### config.mk
export PLATFORM = sky130hd
export DESIGN_NAME = dpc_pin_cmd
export DESIGN_NICKNAME = d
export VERILOG_FILES = /design/src/verilog/dpc_pkg.sv /design/src/verilog/dpc_pin_cmd.sv
export VERILOG_INCLUDE_DIRS = /design/src /design/src/verilog
export SDC_FILE = /design/constraint.sdc
export NUM_CORES = 1
export LEC_CHECK = 0
export ABC_AREA = 1
export BUFFER_PORTS_ARGS = -buffer_cell sky130_fd_sc_hd__buf_2
export CAP_MARGIN = 5
export CORE_ASPECT_RATIO = 0.9
export CORE_MARGIN = 2
export CORE_UTILIZATION = 51
export CTS_CLUSTER_DIAMETER = 200
export CTS_CLUSTER_SIZE = 12
export DETAILED_ROUTE_END_ITERATION = 8
export PLACE_DENSITY = 0.63
export SYNTH_ARGS = -nofsm -noshare
export SYNTH_HDL_FRONTEND = slang
export SYNTH_SLANG_ARGS = --single-unit
### constraint.sdc
create_clock -name clk -period 4 [get_ports clk]
set_input_delay 0.2 -clock clk [delete_from_list [all_inputs] [get_ports clk]]
set_output_delay 0.2 -clock clk [all_outputs]
set_load 0.005 [all_outputs]
### src/verilog/dpc_defines.svh
/*
 * constants for the pin-level command interface of a ddr2 memory device:
 * command codes, mode register selects, field positions, burst shape.
 * assumes nothing; definitions only.
 */
`ifndef DPC_DEFINES_SVH
`define DPC_DEFINES_SVH

// ==========================================================================
// widths
`define DPC_DQ_W        8
`define DPC_BA_W        3
`define DPC_ADDR_W      16
`define DPC_COL_W       4
`define DPC_FIFO_DEPTH  8

// ==========================================================================
// command codes {cs_n, ras_n, cas_n, we_n}
`define DPC_CMD_MRS     4'h0
`define DPC_CMD_REF     4'h1
`define DPC_CMD_PRE     4'h2
`define DPC_CMD_ACT     4'h3
`define DPC_CMD_WR      4'h4
`define DPC_CMD_RD      4'h5
`define DPC_CMD_NOP     4'h7

// ==========================================================================
// mode register select on the bank inputs
`define DPC_MR_BASE     2'h0
`define DPC_MR_EXT1     2'h1

// ==========================================================================
// field positions on the address inputs
`define DPC_A_AP        10
`define DPC_E1_RTT0     2
`define DPC_E1_RTT1     6
`define DPC_E1_DQSN_DIS 10
`define DPC_E1_RDQS_EN  11

// ==========================================================================
// reset values and burst
`define DPC_MR_RST      16'h0000
`define DPC_BURST       3'h4

`endif

### src/verilog/dpc_pkg.sv
/*
 * types for the ddr2 pin command interface.
 * assumes dpc_defines.svh is on the include path.
 */
`include "dpc_defines.svh"

package dpc_pkg;

    typedef struct packed {
        logic                     ck_t;
        logic                     ck_c;
        logic                     cke;
        logic                     cs_n;
        logic                     ras_n;
        logic                     cas_n;
        logic                     we_n;
        logic                     odt;
        logic [`DPC_BA_W-1:0]     ba;
        logic [`DPC_ADDR_W-1:0]   addr;
        logic [`DPC_DQ_W-1:0]     dq;
        logic                     dm;
        logic                     dqs;
    } dpc_pins_t;

    typedef struct packed {
        logic dq;
        logic dqs;
        logic dm;
    } dpc_term_t;

    typedef enum logic [1:0] {
        PS_ACTIVE,
        PS_PDN_PRE,
        PS_PDN_ACT,
        PS_SREF
    } dpc_pwr_t;

endpackage

### src/verilog/dpc_pin_cmd.sv
/*
 * ddr2 device-side pin command logic: command sampling, power-down and
 * self-refresh gating, termination, write masking, bank and mode register
 * selection, precharge scope, double-rate read drive through a fifo.
 * assumes one 40 MHz clk oversampling the controller's ck pair; all pins
 * arrive asynchronous and are double registered here.
 */
`timescale 1ns/1ps
`default_nettype none
`include "dpc_defines.svh"

// ==========================================================================
// fifo
module dpc_fifo #(
    parameter int W = 8,
    parameter int D = 8
) (
    // clock and reset
    input  wire logic         clk,
    input  wire logic         rst_n,
    // fill side
    input  wire logic         in_valid,
    output logic              in_ready,
    input  wire logic [W-1:0] in_data,
    // drain side
    output logic              out_valid,
    input  wire logic         out_ready,
    output logic [W-1:0]      out_data
);
    localparam int AW = $clog2(D);

    logic [W-1:0]  mem_r [D];
    logic [AW-1:0] wp_r;
    logic [AW-1:0] rp_r;
    logic [AW:0]   cnt_r;
    logic          push;
    logic          pop;

    assign in_ready  = (cnt_r != (AW+1)'(D));
    assign out_valid = (cnt_r != '0);
    assign out_data  = mem_r[rp_r];
    assign push      = in_valid & in_ready;
    assign pop       = out_valid & out_ready;

    always_ff @(posedge clk) begin
        if (push) begin
            mem_r[wp_r] <= in_data;
        end
    end

    always_ff @(posedge clk or negedge rst_n) begin
        if (!rst_n) begin
            wp_r  <= '0;
            rp_r  <= '0;
            cnt_r <= '0;
        end else begin
            if (push) begin
                wp_r <= (wp_r == AW'(D-1)) ? '0 : wp_r + 1'b1;
            end
            if (pop) begin
                rp_r <= (rp_r == AW'(D-1)) ? '0 : rp_r + 1'b1;
            end
            cnt_r <= cnt_r + (AW+1)'(push) - (AW+1)'(pop);
        end
    end
endmodule // dpc_fifo

// ==========================================================================
// top
// Overview of operation
// - sample address and control on ck rising crossing
// - read data driven on both ck crossings
// - cke high runs buffers, low stops them
// - cke low: precharge/self-refresh or active power-down
// - cke entry and power-down exit events taken on ck edges
// - self-refresh exit on cke rise, no clock
// - power-down gates all inputs but ck, cke and the dq, dm, dqs beats of a write burst in progress
// - self-refresh gates all inputs but cke and the dq, dm, dqs beats of a write burst in progress
// - chip select high masks the command
// - command from cs, ras, cas, we together
// - odt high terminates dq, strobe and mask
// - odt ignored when extended register disables it
// - mask sampled on both strobe edges, blocks beats
// - x8 mask pin doubles as read strobe
// - bank inputs pick bank; top bit unused
// - bank value selects mode register on set
// - row on activate, column and ap otherwise
// - precharge one bank, or all when a10 high
// - mode register set loads opcode from address
// - read strobe edge-aligned; write strobe centred
// - one extended bit disables complementary strobes
module dpc_pin_cmd
    import dpc_pkg::*;
(
    // clock and reset
    input  wire logic                   clk,
    input  wire logic                   nrst,
    // pins from the controller
    input  wire dpc_pins_t              pins,
    // data pin drivers
    output logic [`DPC_DQ_W-1:0]        dq_o,
    output logic                        dq_oe_n,
    output logic                        dqs_o,
    output logic                        dqs_oe_n,
    output logic                        dqs_c_o,
    output logic                        dqs_c_oe_n,
    output logic                        rdqs_o,
    output logic                        rdqs_oe_n,
    // termination and power state
    output dpc_term_t                   term,
    output logic                        buf_en,
    output dpc_pwr_t                    pwr_state,
    output logic [3:0]                  bank_open
);
    // ======================================================================
    // reset release and pin synchronisers
    logic       rst_s1_r;
    logic       rst_n;
    dpc_pins_t  s1_r;
    dpc_pins_t  s2_r;
    dpc_pins_t  s3_r;

    always_ff @(posedge clk or negedge nrst) begin
        if (!nrst) begin
            rst_s1_r <= 1'b0;
            rst_n    <= 1'b0;
        end else begin
            rst_s1_r <= 1'b1;
            rst_n    <= rst_s1_r;
        end
    end

    // s3 only serves edge detection; nothing reads s1 but s2
    always_ff @(posedge clk or negedge rst_n) begin
        if (!rst_n) begin
            s1_r <= '0;
            s2_r <= '0;
            s3_r <= '0;
        end else begin
            s1_r <= pins;
            s2_r <= s1_r;
            s3_r <= s2_r;
        end
    end

    // ======================================================================
    // edges and command decode
    logic       ck_rise;
    logic       ck_any;
    logic       dqs_edge;
    logic [3:0] cmd;
    logic       cmd_ok;
    logic [1:0] bank;
    logic       cke_prev_r;
    dpc_pwr_t   pwr_r;
    logic       all_idle;

    assign ck_rise  = s2_r.ck_t & ~s3_r.ck_t & ~s2_r.ck_c & s3_r.ck_c;
    assign ck_any   = s2_r.ck_t ^ s3_r.ck_t;
    assign dqs_edge = s2_r.dqs ^ s3_r.dqs;
    assign cmd      = {s2_r.cs_n, s2_r.ras_n, s2_r.cas_n, s2_r.we_n};
    assign bank     = s2_r.ba[1:0];
    assign all_idle = (bank_open == 4'h0);
    // commands only while awake and cke held high at the edge
    assign cmd_ok   = ck_rise & (pwr_r == PS_ACTIVE) & cke_prev_r
                      & s2_r.cke & ~s2_r.cs_n;

    // ======================================================================
    // power state
    always_ff @(posedge clk or negedge rst_n) begin
        if (!rst_n) begin
            pwr_r      <= PS_ACTIVE;
            cke_prev_r <= 1'b1;
        end else begin
            case (pwr_r)
                PS_ACTIVE: begin
                    if (ck_rise) begin
                        cke_prev_r <= s2_r.cke;
                        if (cke_prev_r & ~s2_r.cke) begin
                            if (~s2_r.cs_n && cmd == `DPC_CMD_REF
                                && all_idle) begin
                                pwr_r <= PS_SREF;
                            end else if (all_idle) begin
                                pwr_r <= PS_PDN_PRE;
                            end else begin
                                pwr_r <= PS_PDN_ACT;
                            end
                        end
                    end
                end
                PS_PDN_PRE, PS_PDN_ACT: begin
                    // only ck and cke are looked at here
                    if (ck_rise && s2_r.cke) begin
                        pwr_r      <= PS_ACTIVE;
                        cke_prev_r <= 1'b1;
                    end
                end
                PS_SREF: begin
                    // ck may be stopped; cke level alone wakes us
                    if (s2_r.cke) begin
                        pwr_r      <= PS_ACTIVE;
                        cke_prev_r <= 1'b1;
                    end
                end
                default: begin
                    pwr_r <= PS_ACTIVE;
                end
            endcase
        end
    end

    assign pwr_state = pwr_r;
    assign buf_en    = (pwr_r == PS_ACTIVE);

    // ======================================================================
    // mode registers
    logic [`DPC_ADDR_W-1:0] mr0_r;
    logic [`DPC_ADDR_W-1:0] emr1_r;
    logic                   odt_r;
    logic                   rtt_on;
    logic                   rdqs_en;

    always_ff @(posedge clk or negedge rst_n) begin
        if (!rst_n) begin
            mr0_r  <= `DPC_MR_RST;
            emr1_r <= `DPC_MR_RST;
        end else if (cmd_ok && cmd == `DPC_CMD_MRS) begin
            if (bank == `DPC_MR_BASE) begin
                mr0_r <= s2_r.addr;
            end else if (bank == `DPC_MR_EXT1) begin
                emr1_r <= s2_r.addr;
            end
        end
    end

    assign rtt_on  = emr1_r[`DPC_E1_RTT0] | emr1_r[`DPC_E1_RTT1];
    assign rdqs_en = emr1_r[`DPC_E1_RDQS_EN];

    // odt is registered on ck like any control input
    always_ff @(posedge clk or negedge rst_n) begin
        if (!rst_n) begin
            odt_r <= 1'b0;
        end else if (ck_rise && pwr_r == PS_ACTIVE) begin
            odt_r <= s2_r.odt & rtt_on;
        end
    end

    // mask pin stays terminated in read strobe mode as well
    assign term = '{dq: odt_r, dqs: odt_r, dm: odt_r};

    // ======================================================================
    // banks, rows and storage
    logic [`DPC_ADDR_W-1:0] row_r [4];
    logic [3:0]             open_r;
    logic [`DPC_DQ_W-1:0]   mem_r [64];
    logic [1:0]             wr_bank_r;
    logic [`DPC_COL_W-1:0]  wr_col_r;
    logic [2:0]             wr_left_r;
    logic                   wr_ap_r;
    logic [1:0]             rd_bank_r;
    logic [`DPC_COL_W-1:0]  rd_col_r;
    logic [2:0]             rd_left_r;
    logic                   rd_ap_r;
    logic                   f_in_ready;
    logic                   f_in_valid;
    logic                   wr_beat;
    logic                   ap_close;

    assign bank_open  = open_r;
    assign f_in_valid = (rd_left_r != 3'h0);
    assign wr_beat    = dqs_edge & (wr_left_r != 3'h0);
    assign ap_close   = (wr_beat & (wr_left_r == 3'h1) & wr_ap_r)
                        | (f_in_valid & f_in_ready & (rd_left_r == 3'h1)
                           & rd_ap_r);

    genvar gb;
    generate
        for (gb = 0; gb < 4; gb++) begin : g_bank
            always_ff @(posedge clk or negedge rst_n) begin
                if (!rst_n) begin
                    open_r[gb] <= 1'b0;
                    row_r[gb]  <= '0;
                end else if (cmd_ok && cmd == `DPC_CMD_ACT
                             && bank == 2'(gb)) begin
                    open_r[gb] <= 1'b1;
                    row_r[gb]  <= s2_r.addr;
                end else if (cmd_ok && cmd == `DPC_CMD_PRE
                             && (s2_r.addr[`DPC_A_AP]
                                 || bank == 2'(gb))) begin
                    open_r[gb] <= 1'b0;
                end else if (ap_close && ((wr_left_r == 3'h1
                             && wr_bank_r == 2'(gb))
                             || (rd_left_r == 3'h1
                             && rd_bank_r == 2'(gb)))) begin
                    open_r[gb] <= 1'b0;
                end
            end
        end
    endgenerate

    // write burst: beats taken on each strobe edge
    always_ff @(posedge clk or negedge rst_n) begin
        if (!rst_n) begin
            wr_left_r <= 3'h0;
            wr_bank_r <= 2'h0;
            wr_col_r  <= '0;
            wr_ap_r   <= 1'b0;
        end else if (cmd_ok && cmd == `DPC_CMD_WR) begin
            wr_left_r <= `DPC_BURST;
            wr_bank_r <= bank;
            wr_col_r  <= s2_r.addr[`DPC_COL_W-1:0];
            wr_ap_r   <= s2_r.addr[`DPC_A_AP];
        end else if (wr_beat) begin
            wr_left_r <= wr_left_r - 3'h1;
            wr_col_r  <= wr_col_r + 1'b1;
        end
    end

    // masked beats leave the array untouched
    always_ff @(posedge clk) begin
        if (wr_beat && !(s2_r.dm && !rdqs_en)) begin
            mem_r[{wr_bank_r, wr_col_r}] <= s2_r.dq;
        end
    end

    // read burst: beats pushed into the fifo, stalled when full
    always_ff @(posedge clk or negedge rst_n) begin
        if (!rst_n) begin
            rd_left_r <= 3'h0;
            rd_bank_r <= 2'h0;
            rd_col_r  <= '0;
            rd_ap_r   <= 1'b0;
        end else if (cmd_ok && cmd == `DPC_CMD_RD) begin
            rd_left_r <= `DPC_BURST;
            rd_bank_r <= bank;
            rd_col_r  <= s2_r.addr[`DPC_COL_W-1:0];
            rd_ap_r   <= s2_r.addr[`DPC_A_AP];
        end else if (f_in_valid && f_in_ready) begin
            rd_left_r <= rd_left_r - 3'h1;
            rd_col_r  <= rd_col_r + 1'b1;
        end
    end

    // ======================================================================
    // read drive on both ck crossings
    logic                 f_out_valid;
    logic                 f_pop;
    logic [`DPC_DQ_W-1:0] f_out_data;

    assign f_pop = ck_any & buf_en;

    dpc_fifo #(
        .W (`DPC_DQ_W),
        .D (`DPC_FIFO_DEPTH)
    ) u_fifo (
        .clk       (clk),
        .rst_n     (rst_n),
        .in_valid  (f_in_valid),
        .in_ready  (f_in_ready),
        .in_data   (mem_r[{rd_bank_r, rd_col_r}]),
        .out_valid (f_out_valid),
        .out_ready (f_pop),
        .out_data  (f_out_data)
    );

    // strobe follows ck so each beat edge sits on a strobe edge
    always_ff @(posedge clk or negedge rst_n) begin
        if (!rst_n) begin
            dq_o       <= '0;
            dq_oe_n    <= 1'b1;
            dqs_o      <= 1'b0;
            dqs_c_o    <= 1'b1;
            dqs_oe_n   <= 1'b1;
            dqs_c_oe_n <= 1'b1;
            rdqs_o     <= 1'b0;
            rdqs_oe_n  <= 1'b1;
        end else if (!buf_en) begin
            dq_oe_n    <= 1'b1;
            dqs_oe_n   <= 1'b1;
            dqs_c_oe_n <= 1'b1;
            rdqs_oe_n  <= 1'b1;
        end else if (f_pop) begin
            dq_o       <= f_out_data;
            dq_oe_n    <= ~f_out_valid;
            dqs_o      <= s2_r.ck_t;
            dqs_c_o    <= ~s2_r.ck_t;
            dqs_oe_n   <= ~f_out_valid;
            dqs_c_oe_n <= ~f_out_valid | emr1_r[`DPC_E1_DQSN_DIS];
            rdqs_o     <= s2_r.ck_t;
            rdqs_oe_n  <= ~(f_out_valid & rdqs_en);
        end
    end

endmodule // dpc_pin_cmd

`default_nettype wire

==> out/qor.yml <==
outcome: "completed"
floorplan.die.width_um: 254.8
clk_pin_slew_ns: 0.06
cts-htree-levels: 3
floorplan.rows: 82
drt_first_iter_violations: 1729
synth-edff-count: 576
ctsRootBufferMaster: "sky130_fd_sc_hd__clkbuf_16"
floorplan.die_area_um2: 58510
multiInputGateArea_um2: 6869
max_slew.worst_pin.slew_ns: 0.9663
hold_path.class: "primary input to flip-flop"
p_leak_uw: 0.01368
yosys.area.top_type_share_pct: 59.93
drv_cap: 0
area.growth.synth_to_final_pct: 12.65
hpwl_um: 39780
ys_top_cells_by_count: "sky130_fd_sc_hd__nand2_1 (913), sky130_fd_sc_hd__edfxtp_1 (576), sky130_fd_sc_hd__nand3_1 (358)"
grt-ovfl-total: 0
timing.critical_path.required_ns: 4.30
synthesis.area_per_instance_um2: 10.60
cts_resized: 0
vdd.ir_drop.worst_uv: 788.5
fillers: 4665
cp-end-kind: "flip-flop"
final.hold.worst_slack_ns: 0.2403
grt_pass1_wl_um: 105300
ys.flop_type: "sky130_fd_sc_hd__edfxtp_1"
relSlewSlack_pct: 35.51
first_global_vias: 18580
nets: 2904
fin_clk_skew_ns: 0.02421
synth_sequential_area_ratio_pct: 69.83
area.sequential_um2: 20200
max_freq_ghz: 0.3308
timing.final.crit_period_ns: 3.023
count_of_cells_along_the_worst_register_to_register_path: 10
hold_violations: 0
crit_fanout: 8
synth_cell_type_count: 34
synthesis.nets: 2785
layout-drive-gt1-share_pct: 8.528
place_worst_setup_slack_ns: 1.005
routabilityCongestion: 0.8742
yosysWarningCount: 0
grt_start_max_net_pins: 139
final_antenna_net_count: 0
finalSetupViolations: 0
clock_sinks: 690
totalWireLength_um: 67950
utilization_pct: 58.25
pwr_density_cell_nw_per_um2: 663.7
synthDominantAreaCellType: "sky130_fd_sc_hd__edfxtp_1"
grt_antenna_before_repair: 0
clk-insertion-delay-late_ns: 0.60
post_synth_instance_area_um2: 28860
tritoncts_clock_tree: "built"
synth.area.top_cells: "sky130_fd_sc_hd__edfxtp_1 (60%), sky130_fd_sc_hd__nand2_1 (12%), sky130_fd_sc_hd__dfrtp_1 (9.5%)"
setup_slack_ns: 0.9768
initial_utilization_pct: 51.71
gate_count_of_the_mapped_netlist: 2724
vertical_die_dimension_um: 229.7
dr.pass1.iters: 6
core_area_um2: 55810
min_delay_path_depth: 2
dr_total_vias: 19060
report.power.total_uw: 21580
final-max-slew-violation-count: 0
share_of_flip_flops_with_an_asynchronous_set_or_reset_after_synthesis_pct: 16.52
setup_total_negative_slack_ns: 0
post-synth-top-count-cell: "sky130_fd_sc_hd__nand2_1"
count_of_state_elements_after_synthesis: 690
globalRouteTotalUtil_pct: 23.75
arrival_ns: 3.32
pin_count: 64
rsz0062_at_grt: "no"
cts_inserted_buffers: 67
criticalPathCategory: "flip-flop to flip-flop"
drc: 0
placement.io_buffers: 53
critical_path.startpoint_type: "flip-flop"
ctsLongestPathBuffers: 3
drt-wirelength-per-cell_um: 18.72
final_cycle_utilization_of_the_critical_path_pct: 75.58
via_per_inst: 5.251
## path summary, 6_finish.rpt
kind | slack [ns] | to | from
max | 0.98 | mem_r[37][0]$_DFFE_PP_ | wr_left_r[0]$_DFFE_PN0P_
min | 0.24 | s1_r[35]$_DFF_PN0_ | pins[35]
max reg2reg | 0.98 | mem_r[37][0]$_DFFE_PP_ | wr_left_r[0]$_DFFE_PN0P_
min reg2reg | 0.34 | s2_r[1]$_DFF_PN0_ | s1_r[1]$_DFF_PN0_
max in group asynchronous | 2.64 | dqs_c_o$_DFFE_PN1P_ | rst_n$_DFF_PN0_
min in group asynchronous | 0.43 | s1_r[8]$_DFF_PN0_ | rst_n$_DFF_PN0_
## where the power goes
| group | switching (uW) | total, uW | internal [uW] |
|---|---|---|---|
| combinational | 4850 | 6830 | 1980 |
| sequential | 429 | 9020 | 8590 |
| clock | 2510 | 5730 | 3220 |
| total | 7790 | 21600 | 13800 |
## cells by family (layout without fill, tap and decap cells)
| kind of cell | after synthesis | in the layout | share of synthesized area (%) |
|---|---|---|---|
| AND/OR/NAND/NOR | 1427 | 1427 | 20.27 |
| flip-flops | 690 | 690 | 69.83 |
| buffers and inverters | 465 | 614 | 6.368 |
| AO/OA/AOI/OAI | 114 | 114 | 2.384 |
| adder cells (fa/ha/maj) | 22 | 22 | 0.9797 |
| XOR/XNOR | 5 | 5 | 0.1518 |
| other | 1 | 2 | 0.01299 |
## cell type report
class	instances	area share, %
Sequential cell	690	62.12
Clock buffer	97	5.765
Inverter	338	3.921
Tap cell	756	2.909
Multi-Input combinational cell	1569	21.13
Antenna cell	1	0.007696
Clock inverter	2	0.05388
Timing Repair Buffer	177	4.095
## timing repair
item,in CTS,in global routing
hold buffers,29,0
buffers inserted,0,0
endpoints found under the hold margin,29,0
## stage by stage
stage,cell area (um^2),instances
2_1_floorplan,28860,2724
3_3_place_gp,30330,3501
3_5_place_dp,30330,3501
4_1_cts,32510,3629
5_1_grt,32510,3629
6_report,32510,3630
## state kept, by name, summed over array words and instances, names as in the netlist, 2 cells and up
register      cells
mem_r           512
rd_col_r          4
rd_left_r         3
pwr_state         2
emr1_r            4
u_fifo.rp_r       3
dq_o              8
wr_left_r         3
s3_r              3
s1_r             27
wr_col_r          4
cmd               4
wr_bank_r         2
bank_open         4
u_fifo.mem_r     64
s2_r             21
u_fifo.cnt_r      4
u_fifo.wp_r       3
rd_bank_r         2
bank              2
## per-layer routing
metal  track usage (%)  share of wire (%)  up-vias
li1                  -                  -     9163
met1             34.89                 44     9178
met2             36.82                 47      596
met3             3.758                6.5      123
met4             6.999                2.5        0
met5                 0                  0        -
## worst max-delay path, cell delays in order (launching register included)
cell and delay (ns):
sky130_fd_sc_hd__dfrtp_1 0.37, sky130_fd_sc_hd__inv_1 0.07, sky130_fd_sc_hd__ha_1 0.21, sky130_fd_sc_hd__ha_1 0.22, sky130_fd_sc_hd__nor3_4 0.34, sky130_fd_sc_hd__inv_1 0.23, sky130_fd_sc_hd__a21oi_4 0.26, sky130_fd_sc_hd__nand4_1 0.38
sky130_fd_sc_hd__buf_4 0.34, sky130_fd_sc_hd__nor2_1 0.10, sky130_fd_sc_hd__buf_4 0.20
## cell usage in the layout, fill, tap and decap left out, types with 2 or more instances in the layout
cell type / n
sky130_fd_sc_hd__nand3_1: 358
sky130_fd_sc_hd__xor2_1: 3
sky130_fd_sc_hd__clkbuf_16: 71
sky130_fd_sc_hd__nand2_1: 913
sky130_fd_sc_hd__o31ai_1: 2
sky130_fd_sc_hd__clkinv_1: 2
sky130_fd_sc_hd__nand4_1: 9
sky130_fd_sc_hd__buf_12: 5
sky130_fd_sc_hd__edfxtp_1: 576
sky130_fd_sc_hd__buf_4: 90
sky130_fd_sc_hd__o21bai_1: 4
sky130_fd_sc_hd__xnor2_1: 2
sky130_fd_sc_hd__dfrtp_1: 97
sky130_fd_sc_hd__nor2_1: 141
sky130_fd_sc_hd__o32ai_1: 2
sky130_fd_sc_hd__dfrtp_4: 11
sky130_fd_sc_hd__o221ai_1: 13
sky130_fd_sc_hd__ha_1: 21
sky130_fd_sc_hd__clkbuf_1: 26
sky130_fd_sc_hd__inv_2: 2
sky130_fd_sc_hd__nor3_1: 2
sky130_fd_sc_hd__o211ai_1: 10
sky130_fd_sc_hd__o22ai_1: 6
sky130_fd_sc_hd__dfstp_2: 5
sky130_fd_sc_hd__inv_1: 332
sky130_fd_sc_hd__a21oi_1: 6
sky130_fd_sc_hd__buf_2: 53
sky130_fd_sc_hd__dlygate4sd3_1: 29
sky130_fd_sc_hd__o21ai_0: 69
sky130_fd_sc_hd__inv_6: 2
No activity file was read; power rests on OpenSTA's default activity.
